### src/logic/retimer_adapt_params.svh
// Purpose: offsets, field positions, reset values and timing counts for the
//          adaptation control register slice
// Assumes: 8-bit registers on the configuration port, 25 MHz reference clock
// Notes:   definitions only
`ifndef RETIMER_ADAPT_PARAMS_SVH
`define RETIMER_ADAPT_PARAMS_SVH

// =====================================================================
// register offsets
`define OFF_LOCK_QUAL      8'h2F
`define OFF_PRBS_CDR       8'h30
`define OFF_ADAPT_MODE     8'h31
`define OFF_EYE_INT_THR    8'h32
`define OFF_HANDOFF_THR    8'h33
`define OFF_LOCK_TAP       8'h34

// =====================================================================
// reset values
`define RST_LOCK_QUAL      8'h66
`define RST_PRBS_CDR       8'h00
`define RST_ADAPT_MODE     8'h40
`define RST_EYE_INT_THR    8'h11
`define RST_HANDOFF_THR    8'h88
`define RST_LOCK_TAP       8'h3F
`define RST_READ_DATA      8'h00

// =====================================================================
// field positions
`define FREQ_CHK_BIT       1
`define ADAPT_BUSY_BIT     0
`define CDR_FLAG_BIT       4
`define PRBS_CLK_BIT       3
`define PRBS_PAT_MSB       1
`define PRBS_PAT_LSB       0
`define MODE_MSB           6
`define MODE_LSB           5
`define FOM_MSB            4
`define FOM_LSB            3
`define HI_NIB_MSB         7
`define HI_NIB_LSB         4
`define LO_NIB_MSB         3
`define LO_NIB_LSB         0
`define PPM_RDY_BIT        7
`define LOW_PWR_BIT        6
`define LOCK_CNT_MSB       5
`define LOCK_CNT_LSB       4

// =====================================================================
// encodings
`define MODE_NONE          2'h0
`define MODE_LE_ONLY       2'h1
`define MODE_LE_FE_LE      2'h2
`define MODE_LOCK_FE_LE    2'h3
`define FOM_HORIZ          2'h1
`define FOM_VERT           2'h2

// =====================================================================
// timing: one monitor interval step
`define MON_STEP_NS        1000
`define CLK_PERIOD_NS      40
`define MON_STEP_CYCLES    ((`MON_STEP_NS + `CLK_PERIOD_NS - 1) / `CLK_PERIOD_NS)

`endif

### src/logic/retimer_adapt_pkg.sv
// Purpose: types shared by the adaptation control register slice
// Assumes: constants come from retimer_adapt_params.svh
// Notes:   one packed struct holds all state of the main module
package retimer_adapt_pkg;

    // =================================================================
    // adaptation sequencer states
    typedef enum logic [2:0] {
        ST_IDLE,
        ST_LE_LOCK,
        ST_LE_OPT,
        ST_FE,
        ST_LE_FINAL,
        ST_DONE
    } adapt_state_t;

    // =================================================================
    // complete state of the slice
    typedef struct packed {
        adapt_state_t st;
        logic         freq_chk;
        logic         prbs_clk;
        logic [1:0]   prbs_pat;
        logic         cdr_flag;
        logic [1:0]   mode;
        logic [1:0]   fom;
        logic [3:0]   int_h;
        logic [3:0]   int_v;
        logic [3:0]   ho_h;
        logic [3:0]   ho_v;
        logic         low_pwr;
        logic [1:0]   lock_cnt;
        logic [3:0]   tap_lim;
        logic [15:0]  mon_cnt;
        logic [7:0]   rdata;
        logic         locked;
        logic         eye_low;
        logic         mon_pulse;
    } ctl_state_t;

    // threshold scaling: quad selects x4, else x2
    function automatic logic [7:0] eye_scale(input logic [3:0] thr, input logic quad);
        eye_scale = quad ? {2'h0, thr, 2'h0} : {3'h0, thr, 1'h0};
    endfunction

endpackage

### src/logic/eye_compare.sv
// Purpose: eye-opening threshold comparisons for interrupt and handoff
// Assumes: openings are same-clock values from the eye monitor
// Notes:   purely combinational
`timescale 1ns/1ns
`include "retimer_adapt_params.svh"
module eye_compare (
    input  wire logic [7:0] h_eye_open_i,
    input  wire logic [7:0] v_eye_open_i,
    input  wire logic [1:0] fom_i,
    input  wire logic [3:0] int_h_thr_i,
    input  wire logic [3:0] int_v_thr_i,
    input  wire logic [3:0] ho_h_thr_i,
    input  wire logic [3:0] ho_v_thr_i,
    output logic            eye_low_o,
    output logic            handoff_ok_o
);
    logic h_low;
    logic v_low;
    logic h_open;
    logic v_open;

    // =================================================================
    // comparisons
    always_comb begin
        h_low  = h_eye_open_i < retimer_adapt_pkg::eye_scale(int_h_thr_i, 1'b1);
        v_low  = v_eye_open_i < retimer_adapt_pkg::eye_scale(int_v_thr_i, 1'b1);
        h_open = h_eye_open_i >= retimer_adapt_pkg::eye_scale(ho_h_thr_i, 1'b0);
        // vertical handoff judged on vertical opening
        v_open = v_eye_open_i >= retimer_adapt_pkg::eye_scale(ho_v_thr_i, 1'b0);
        eye_low_o = h_low | v_low;
        case (fom_i)
            `FOM_HORIZ: handoff_ok_o = h_open;
            `FOM_VERT:  handoff_ok_o = v_open;
            default:    handoff_ok_o = h_open & v_open;
        endcase
    end
endmodule // eye_compare

### src/logic/retimer_adaptation_control_regs.sv
// Purpose: adaptation control and status registers of one retimer channel
// Assumes: all status inputs come from logic on ref_clk_i, so none is
//          synchronised; configuration port is a simple strobed port
// Notes:   one packed state struct, one comb copy, one register process
//
// Behaviour
// - the mode field selects none, linear only, linear-feedback-linear, or lock-feedback-linear.
// - the merit field makes handoff judge horizontal only, vertical only, or both openings.
// - the horizontal interrupt threshold times four is compared with the horizontal opening.
// - the vertical interrupt threshold times four is compared with the vertical opening.
// - the horizontal handoff threshold times two, like the linear optimum, can trigger the move to feedback adaptation.
// - the vertical handoff threshold times two can also trigger the move to feedback adaptation.
// - a read-only flag goes high whenever the recovery interrupt asserts, reset low.
// - one bit enables the pattern generator clock and two bits choose its pattern.
// - when set, lock also requires the frequency lock detector, default set.
// - a four-bit field caps the magnitude of feedback taps two to five.
// - with monitoring on, after lock and adaptation the eye is rechecked each interval.
`timescale 1ns/1ns
`include "retimer_adapt_params.svh"
module retimer_adaptation_control_regs (
    input  wire logic       ref_clk_i,
    input  wire logic       rst_i,
    input  wire logic       ce_i,
    input  wire logic [7:0] cfg_addr_i,
    input  wire logic [7:0] cfg_wdata_i,
    input  wire logic       cfg_wr_i,
    input  wire logic       cfg_rd_i,
    output logic      [7:0] cfg_rdata_o,
    input  wire logic       start_adapt_i,
    input  wire logic       le_optimal_i,
    input  wire logic       fe_done_i,
    input  wire logic       cdr_lock_i,
    input  wire logic       freq_lock_i,
    input  wire logic       cdr_irq_i,
    input  wire logic       ppm_ready_i,
    input  wire logic [7:0] h_eye_open_i,
    input  wire logic [7:0] v_eye_open_i,
    input  wire logic       monitor_en_i,
    input  wire logic [3:0] monitor_interval_i,
    output logic      [1:0] fom_select_o,
    output logic            adapt_le_o,
    output logic            adapt_fe_o,
    output logic            adapt_done_o,
    output logic            cdr_locked_o,
    output logic            cdr_flag_o,
    output logic            eye_low_o,
    output logic            monitor_pulse_o,
    output logic            prbs_clk_en_o,
    output logic      [1:0] prbs_pattern_o,
    output logic      [3:0] fe_tap_limit_o,
    output logic            low_power_dis_o,
    output logic      [1:0] lock_count_o
);
    localparam logic [15:0] MON_STEP = 16'(`MON_STEP_CYCLES);
    // named copies so that reset fields can be bit-selected
    localparam logic [7:0]  RST_LQ   = `RST_LOCK_QUAL;
    localparam logic [7:0]  RST_PC   = `RST_PRBS_CDR;
    localparam logic [7:0]  RST_AM   = `RST_ADAPT_MODE;
    localparam logic [7:0]  RST_EI   = `RST_EYE_INT_THR;
    localparam logic [7:0]  RST_HO   = `RST_HANDOFF_THR;
    localparam logic [7:0]  RST_LT   = `RST_LOCK_TAP;

    localparam retimer_adapt_pkg::ctl_state_t RST_STATE = '{
        st:        retimer_adapt_pkg::ST_IDLE,
        freq_chk:  RST_LQ[`FREQ_CHK_BIT],
        prbs_clk:  RST_PC[`PRBS_CLK_BIT],
        prbs_pat:  RST_PC[`PRBS_PAT_MSB:`PRBS_PAT_LSB],
        cdr_flag:  RST_PC[`CDR_FLAG_BIT],
        mode:      RST_AM[`MODE_MSB:`MODE_LSB],
        fom:       RST_AM[`FOM_MSB:`FOM_LSB],
        int_h:     RST_EI[`HI_NIB_MSB:`HI_NIB_LSB],
        int_v:     RST_EI[`LO_NIB_MSB:`LO_NIB_LSB],
        ho_h:      RST_HO[`HI_NIB_MSB:`HI_NIB_LSB],
        ho_v:      RST_HO[`LO_NIB_MSB:`LO_NIB_LSB],
        low_pwr:   RST_LT[`LOW_PWR_BIT],
        lock_cnt:  RST_LT[`LOCK_CNT_MSB:`LOCK_CNT_LSB],
        tap_lim:   RST_LT[`LO_NIB_MSB:`LO_NIB_LSB],
        mon_cnt:   16'h0000,
        rdata:     `RST_READ_DATA,
        locked:    1'b0,
        eye_low:   1'b0,
        mon_pulse: 1'b0
    };

    retimer_adapt_pkg::ctl_state_t state_ff;
    retimer_adapt_pkg::ctl_state_t nxt_state;
    logic                          eye_low_now;
    logic                          handoff_ok;
    logic                          qual_lock;
    logic                          busy;
    logic [15:0]                   mon_period;
    logic [7:0]                    rd_val;

    // =================================================================
    // eye comparisons
    eye_compare u_eye_compare (
        .h_eye_open_i (h_eye_open_i),
        .v_eye_open_i (v_eye_open_i),
        .fom_i        (state_ff.fom),
        .int_h_thr_i  (state_ff.int_h),
        .int_v_thr_i  (state_ff.int_v),
        .ho_h_thr_i   (state_ff.ho_h),
        .ho_v_thr_i   (state_ff.ho_v),
        .eye_low_o    (eye_low_now),
        .handoff_ok_o (handoff_ok)
    );

    // =================================================================
    // next state
    always_comb begin
        nxt_state  = state_ff;
        qual_lock  = cdr_lock_i & (~state_ff.freq_chk | freq_lock_i);
        busy       = (state_ff.st != retimer_adapt_pkg::ST_IDLE) &&
                     (state_ff.st != retimer_adapt_pkg::ST_DONE);
        mon_period = 16'({12'h000, monitor_interval_i} + 16'h0001) * MON_STEP;
        rd_val     = 8'h00;

        // read mux; reserved bits show their reset value
        unique case (cfg_addr_i)
            `OFF_LOCK_QUAL: begin
                rd_val = `RST_LOCK_QUAL;
                rd_val[`FREQ_CHK_BIT]   = state_ff.freq_chk;
                rd_val[`ADAPT_BUSY_BIT] = busy;
            end
            `OFF_PRBS_CDR: begin
                rd_val = `RST_PRBS_CDR;
                rd_val[`CDR_FLAG_BIT] = state_ff.cdr_flag;
                rd_val[`PRBS_CLK_BIT] = state_ff.prbs_clk;
                rd_val[`PRBS_PAT_MSB:`PRBS_PAT_LSB] = state_ff.prbs_pat;
            end
            `OFF_ADAPT_MODE: begin
                rd_val = `RST_ADAPT_MODE;
                rd_val[`MODE_MSB:`MODE_LSB] = state_ff.mode;
                rd_val[`FOM_MSB:`FOM_LSB]   = state_ff.fom;
            end
            `OFF_EYE_INT_THR: rd_val = {state_ff.int_h, state_ff.int_v};
            `OFF_HANDOFF_THR: rd_val = {state_ff.ho_h, state_ff.ho_v};
            `OFF_LOCK_TAP: begin
                rd_val[`PPM_RDY_BIT] = ppm_ready_i;
                rd_val[`LOW_PWR_BIT] = state_ff.low_pwr;
                rd_val[`LOCK_CNT_MSB:`LOCK_CNT_LSB] = state_ff.lock_cnt;
                rd_val[`LO_NIB_MSB:`LO_NIB_LSB]     = state_ff.tap_lim;
            end
            default: rd_val = 8'h00;
        endcase
        if (cfg_rd_i) begin
            nxt_state.rdata = rd_val;
        end

        // writes touch only writable fields
        if (cfg_wr_i) begin
            unique case (cfg_addr_i)
                `OFF_LOCK_QUAL: nxt_state.freq_chk = cfg_wdata_i[`FREQ_CHK_BIT];
                `OFF_PRBS_CDR: begin
                    nxt_state.prbs_clk = cfg_wdata_i[`PRBS_CLK_BIT];
                    nxt_state.prbs_pat = cfg_wdata_i[`PRBS_PAT_MSB:`PRBS_PAT_LSB];
                end
                `OFF_ADAPT_MODE: begin
                    nxt_state.mode = cfg_wdata_i[`MODE_MSB:`MODE_LSB];
                    nxt_state.fom  = cfg_wdata_i[`FOM_MSB:`FOM_LSB];
                end
                `OFF_EYE_INT_THR: begin
                    nxt_state.int_h = cfg_wdata_i[`HI_NIB_MSB:`HI_NIB_LSB];
                    nxt_state.int_v = cfg_wdata_i[`LO_NIB_MSB:`LO_NIB_LSB];
                end
                `OFF_HANDOFF_THR: begin
                    nxt_state.ho_h = cfg_wdata_i[`HI_NIB_MSB:`HI_NIB_LSB];
                    nxt_state.ho_v = cfg_wdata_i[`LO_NIB_MSB:`LO_NIB_LSB];
                end
                `OFF_LOCK_TAP: begin
                    nxt_state.low_pwr  = cfg_wdata_i[`LOW_PWR_BIT];
                    nxt_state.lock_cnt = cfg_wdata_i[`LOCK_CNT_MSB:`LOCK_CNT_LSB];
                    nxt_state.tap_lim  = cfg_wdata_i[`LO_NIB_MSB:`LO_NIB_LSB];
                end
                default: ;
            endcase
        end

        // read clears the flag, but a new interrupt wins over the clear
        if (cfg_rd_i && cfg_addr_i == `OFF_PRBS_CDR) begin
            nxt_state.cdr_flag = 1'b0;
        end
        if (cdr_irq_i) begin
            nxt_state.cdr_flag = 1'b1;
        end

        nxt_state.locked    = qual_lock;
        nxt_state.eye_low   = eye_low_now;
        nxt_state.mon_pulse = 1'b0;

        // adaptation sequencer
        unique case (state_ff.st)
            retimer_adapt_pkg::ST_IDLE: begin
                if (start_adapt_i) begin
                    unique case (state_ff.mode)
                        `MODE_NONE:       nxt_state.st = retimer_adapt_pkg::ST_IDLE;
                        `MODE_LOCK_FE_LE: nxt_state.st = retimer_adapt_pkg::ST_LE_LOCK;
                        default:          nxt_state.st = retimer_adapt_pkg::ST_LE_OPT;
                    endcase
                end
            end
            retimer_adapt_pkg::ST_LE_LOCK: begin
                if (qual_lock) begin
                    nxt_state.st = retimer_adapt_pkg::ST_FE;
                end
            end
            retimer_adapt_pkg::ST_LE_OPT: begin
                if (state_ff.mode == `MODE_LE_ONLY && le_optimal_i) begin
                    nxt_state.st = retimer_adapt_pkg::ST_DONE;
                end else if (state_ff.mode != `MODE_LE_ONLY &&
                             (le_optimal_i || handoff_ok)) begin
                    nxt_state.st = retimer_adapt_pkg::ST_FE;
                end
            end
            retimer_adapt_pkg::ST_FE: begin
                if (fe_done_i) begin
                    nxt_state.st = retimer_adapt_pkg::ST_LE_FINAL;
                end
            end
            retimer_adapt_pkg::ST_LE_FINAL: begin
                if (le_optimal_i) begin
                    nxt_state.st = retimer_adapt_pkg::ST_DONE;
                end
            end
            retimer_adapt_pkg::ST_DONE: begin
                // periodic eye recheck once locked and adapted
                if (!qual_lock) begin
                    nxt_state.st      = retimer_adapt_pkg::ST_IDLE;
                    nxt_state.mon_cnt = 16'h0000;
                end else if (monitor_en_i) begin
                    if (state_ff.mon_cnt + 16'h0001 >= mon_period) begin
                        nxt_state.mon_cnt   = 16'h0000;
                        nxt_state.mon_pulse = 1'b1;
                    end else begin
                        nxt_state.mon_cnt = state_ff.mon_cnt + 16'h0001;
                    end
                end else begin
                    nxt_state.mon_cnt = 16'h0000;
                end
            end
            default: nxt_state.st = retimer_adapt_pkg::ST_IDLE;
        endcase
    end

    // =================================================================
    // state register; ce low freezes everything
    always_ff @(posedge ref_clk_i or posedge rst_i) begin
        if (rst_i) begin
            state_ff <= RST_STATE;
        end else if (ce_i) begin
            state_ff <= nxt_state;
        end
    end

    // =================================================================
    // outputs
    assign cfg_rdata_o     = state_ff.rdata;
    assign fom_select_o    = state_ff.fom;
    assign adapt_le_o      = (state_ff.st == retimer_adapt_pkg::ST_LE_LOCK) ||
                             (state_ff.st == retimer_adapt_pkg::ST_LE_OPT) ||
                             (state_ff.st == retimer_adapt_pkg::ST_LE_FINAL);
    assign adapt_fe_o      = state_ff.st == retimer_adapt_pkg::ST_FE;
    assign adapt_done_o    = state_ff.st == retimer_adapt_pkg::ST_DONE;
    assign cdr_locked_o    = state_ff.locked;
    assign cdr_flag_o      = state_ff.cdr_flag;
    assign eye_low_o       = state_ff.eye_low;
    assign monitor_pulse_o = state_ff.mon_pulse;
    assign prbs_clk_en_o   = state_ff.prbs_clk;
    assign prbs_pattern_o  = state_ff.prbs_pat;
    assign fe_tap_limit_o  = state_ff.tap_lim;
    assign low_power_dis_o = state_ff.low_pwr;
    assign lock_count_o    = state_ff.lock_cnt;
endmodule // retimer_adaptation_control_regs

### config.mk
export PLATFORM = sky130hd
export DESIGN_NAME = retimer_adaptation_control_regs
export DESIGN_NICKNAME = d
export VERILOG_FILES = /design/src/logic/retimer_adapt_pkg.sv /design/src/logic/eye_compare.sv /design/src/logic/retimer_adaptation_control_regs.sv
export VERILOG_INCLUDE_DIRS = /design/src /design/src/logic
export SDC_FILE = /design/constraint.sdc
export NUM_CORES = 1
export LEC_CHECK = 0
export ABC_AREA = 1
export BUFFER_PORTS_ARGS = -buffer_cell sky130_fd_sc_hd__buf_2
export CORE_MARGIN = 3
export CORE_UTILIZATION = 28
export DETAILED_ROUTE_END_ITERATION = 8
export PLACE_DENSITY = 0.48
export SKIP_LAST_GASP = 1
export SYNTH_ARGS = -nofsm -noshare
export SYNTH_HDL_FRONTEND = slang
export SYNTH_HIERARCHICAL = 1
export SYNTH_SLANG_ARGS = --single-unit
### constraint.sdc
create_clock -name ref_clk_i -period 3.75 [get_ports ref_clk_i]
set_input_delay 0.75 -clock ref_clk_i [delete_from_list [all_inputs] [get_ports ref_clk_i]]
set_output_delay 0.75 -clock ref_clk_i [all_outputs]
set_load 0.03 [all_outputs]
==> flow_metrics.env <==
export IMPL_gr_max_usage_layer="met2"
export IMPL_gr_total_overflow=0
export IMPL_ys_flop_type="dfrtp_1"
export IMPL_final_area_um2=5640
export IMPL_total_power_w=0.00206
export IMPL_rrSetupSlack_ns=0.90
export IMPL_vias=4253
export IMPL_start_util_pct=29.2
export IMPL_grt_max_degree=50
export IMPL_diodes=0
export IMPL_p_leak_nw=3.04
export IMPL_clock_skew_ns=0.00751
export IMPL_fin_crit_ns=3.62
export IMPL_setup_slack_ns=0.135
export IMPL_io_pins=76
export IMPL_cts_root_buffer="clkbuf_16"
export IMPL_final_max_slew_viol_count=0
export IMPL_core_area_um2=16200
export IMPL_area_delta_synth_final_pct=19.5
export IMPL_drive_above_1_share_pct=21.4
export IMPL_avgViaCountPerCell=4.43
export IMPL_slew_headroom_pct=26.0
export IMPL_critPathCaptureType="register"
export IMPL_hp_class="register to register"
export IMPL_clk_pin_slew_ns=0.05
export IMPL_crit_type="input port to register"
export IMPL_cp_common_cell="ha_1"
export IMPL_hold_viol=0
export IMPL_ctsHoldBuffers=0
export IMPL_drcViolationCount=0
export IMPL_max_stage_delay_ns=0.30
export IMPL_async_flop_share_pct=100
export IMPL_fin_setup_tns_ns=0
export IMPL_cts_tree="done"
export IMPL_arrival_ns=3.88
export IMPL_hold_start="cfg_rdata_o[4]"
export IMPL_critPathLaunch="monitor_interval_i[0]"
export IMPL_hpwl_um=10200
export IMPL_status="finished, final reports clean"
export IMPL_die_x_um=136
export IMPL_routedWlPerCell_um=13.3
export IMPL_syn_avg_cell_area_um2=7.19
export IMPL_synth_commonest_cells="nand2_1 (211), inv_1 (105), dfrtp_1 (50), nor2_1 (46), ha_1 (44)"
export IMPL_place_area_um2=5340
export IMPL_dpl_worst_slack_ns=-0.313
export IMPL_worst_pin_slew_ns=1.11
export IMPL_fin_crit_sh_pct=96.4
export IMPL_cts_sinks=62
export IMPL_synth_edf_count=0
export IMPL_io_buffers=75
export IMPL_maxCapViolCount=0
export IMPL_critPathSlowestCell="ha_1"
export IMPL_vdd_drop_max_v=0.000243
export IMPL_reg2reg_from="state_ff[11]"
export IMPL_clock_path_buffers=2
export IMPL_core_rowCount=46
export IMPL_yosys_warnings=6
export IMPL_pwr_density_cell_nw_per_um2=364
export IMPL_gr_usage_met3_pct=3.66
export IMPL_syn_num_nets=751
export IMPL_die_area_um2=18500
export IMPL_synth_seq_cells=62
export IMPL_crit_chain="buf_2 -> ha_1 -> nand2_2 -> nor2_2 -> ha_1 -> ha_1 -> ha_1 -> ha_1 -> a21o_1 -> a21oi_1 -> xor2_1 -> ha_1 -> a21oi_2 -> nand3_2 -> nor2_4 -> nand3_1 -> nand2_1"
export IMPL_synth_area_leaders="dfrtp_1 (26%), nand2_1 (17%), ha_1 (12%)"
export IMPL_grt_pass1_wl_um=21000
export IMPL_fp_dieH_um=136
export IMPL_startpoint_type="input port"
export IMPL_antenna_found_initial=0
export IMPL_first_pass_iters=4
export IMPL_yosysMostFrequentCell="nand2_1"
export IMPL_synth_largest_area_cell="dfrtp_1"
export IMPL_met2_usage_pct=22.6
export IMPL_synth_cell_types=42
export IMPL_max_freq_ghz=0.277
export IMPL_cp_max_fo=5
export IMPL_hold_worst_slack_ns=0.480
export IMPL_clock_latency_ns=0.33
export IMPL_detail_route_antenna_nets=0
export IMPL_htreeDepth=3
export IMPL_grt_pass1_vias=4172
export IMPL_nets=832
export IMPL_syn_cell_area_um2=4720
export IMPL_grt_util_all_layers_pct=14.4
export IMPL_cp_data_required_time_ns=4.01
export IMPL_gp_congestion=0.819
export IMPL_yosysSeqAreaShare_pct=33.2
export IMPL_setup_viol=0
export IMPL_drtIter0Drc=184
export IMPL_numCtsBuffers=9
export IMPL_netlist_area_leader_share_pct=26.5
export IMPL_grtUsageMet1_pct=20.1
export IMPL_drt_total_wl_um=12700
export IMPL_synthesis_instances=657
[state kept, by name, indices dropped and copies added (netlist names)]
signal,cells
prbs_pattern_o,2
fe_tap_limit_o,4
low_power_dis_o,1
fom_select_o,2
cdr_locked_o,1
cfg_rdata_o,8
prbs_clk_en_o,1
lock_count_o,2
eye_low_o,1
state_ff,38
cdr_flag_o,1
monitor_pulse_o,1
[routing by layer]
metal  up-vias  part of all wire (%)
li1       2217                     -
met5         -                     0
met3         9                   4.6
met2       103                    45
met4         0                  0.94
met1      1924                    50
[per-stage QoR]
step,cells,utilization [%]
2_1_floorplan,657,-
3_3_place_gp,942,33.0
3_5_place_dp,942,33.0
4_1_cts,958,34.7
5_1_grt,959,34.9
6_report,959,34.9
[final timing paths]
kind / cells after the start / endpoint
max in group asynchronous: 3 / state_ff[20]
setup / recovery: 17 / state_ff[19]
hold / removal: 2 / cfg_rdata_o[4]
min in group asynchronous: 2 / state_ff[34]
setup reg to reg: 14 / state_ff[19]
hold reg to reg: 2 / cfg_rdata_o[4]
[critical path: cells and delay by family]
kind                       cells  cell delay, ns
xor gates and xnor gates       1            0.18
adders and majority gates      6            1.69
and+or+nand+nor                6            0.65
buffers and inverters          1            0.12
AOI/OAI and AO/OA              3            0.49
[placed cells by master (no fill, tap or decap), types with 2 or more instances in the layout]
cell / synthesis / layout
inv_2: 1 / 2
dfstp_2: 12 / 12
nand4_1: 3 / 3
clkinv_2: 0 / 4
nor3_1: 6 / 6
o21ai_1: 5 / 5
buf_4: 18 / 18
nor2_1: 46 / 45
nand3_1: 35 / 34
nand2_1: 211 / 210
buf_2: 3 / 75
nand3b_1: 3 / 3
xor2_1: 11 / 11
clkbuf_1: 2 / 2
a21oi_1: 16 / 15
ha_1: 44 / 44
o21ai_0: 40 / 40
dfrtp_1: 50 / 50
a31oi_1: 3 / 3
nor4_4: 3 / 3
nor2_2: 6 / 7
nor2_4: 3 / 4
clkbuf_16: 0 / 9
nand3_2: 1 / 2
nand2_2: 5 / 6
inv_1: 105 / 104
o21ai_2: 8 / 8
[repair_timing]
action                                 CTS  global route
endpoints found under the hold margin    0             0
gates resized for setup                  0             5
setup endpoints to repair                0            11
buffers inserted                         0             0
[cell families (layout without fill, tap and decap cells)]
| kind of cell | Yosys count | after routing | share of synthesized area [%] |
|---|---|---|---|
| DFF | 62 | 62 | 33.2 |
| adders and majority gates | 45 | 45 | 12.1 |
| xor gates and xnor gates | 13 | 13 | 2.57 |
| AOI/OAI and AO/OA | 76 | 76 | 9.00 |
| buffers and inverters | 131 | 216 | 12.1 |
| and+or+nand+nor | 330 | 331 | 31.1 |
[cell type report]
cell class | count | area, µm²
Fill cell | 1750 | 10500
Multi-Input combinational cell | 465 | 2610
Sequential cell | 62 | 1570
Timing Repair Buffer | 93 | 510
Inverter | 107 | 402
Tap cell | 216 | 270
Clock buffer | 11 | 233
Clock inverter | 5 | 50.0
[power breakdown]
group / switching, W / leakage (nW) / internal (W)
logic: 0.000313 / 2.09 / 0.000183
registers: 0.0000489 / 0.808 / 0.000709
clock network: 0.000292 / 0.143 / 0.000509
(Power assumes the default switching activity.)
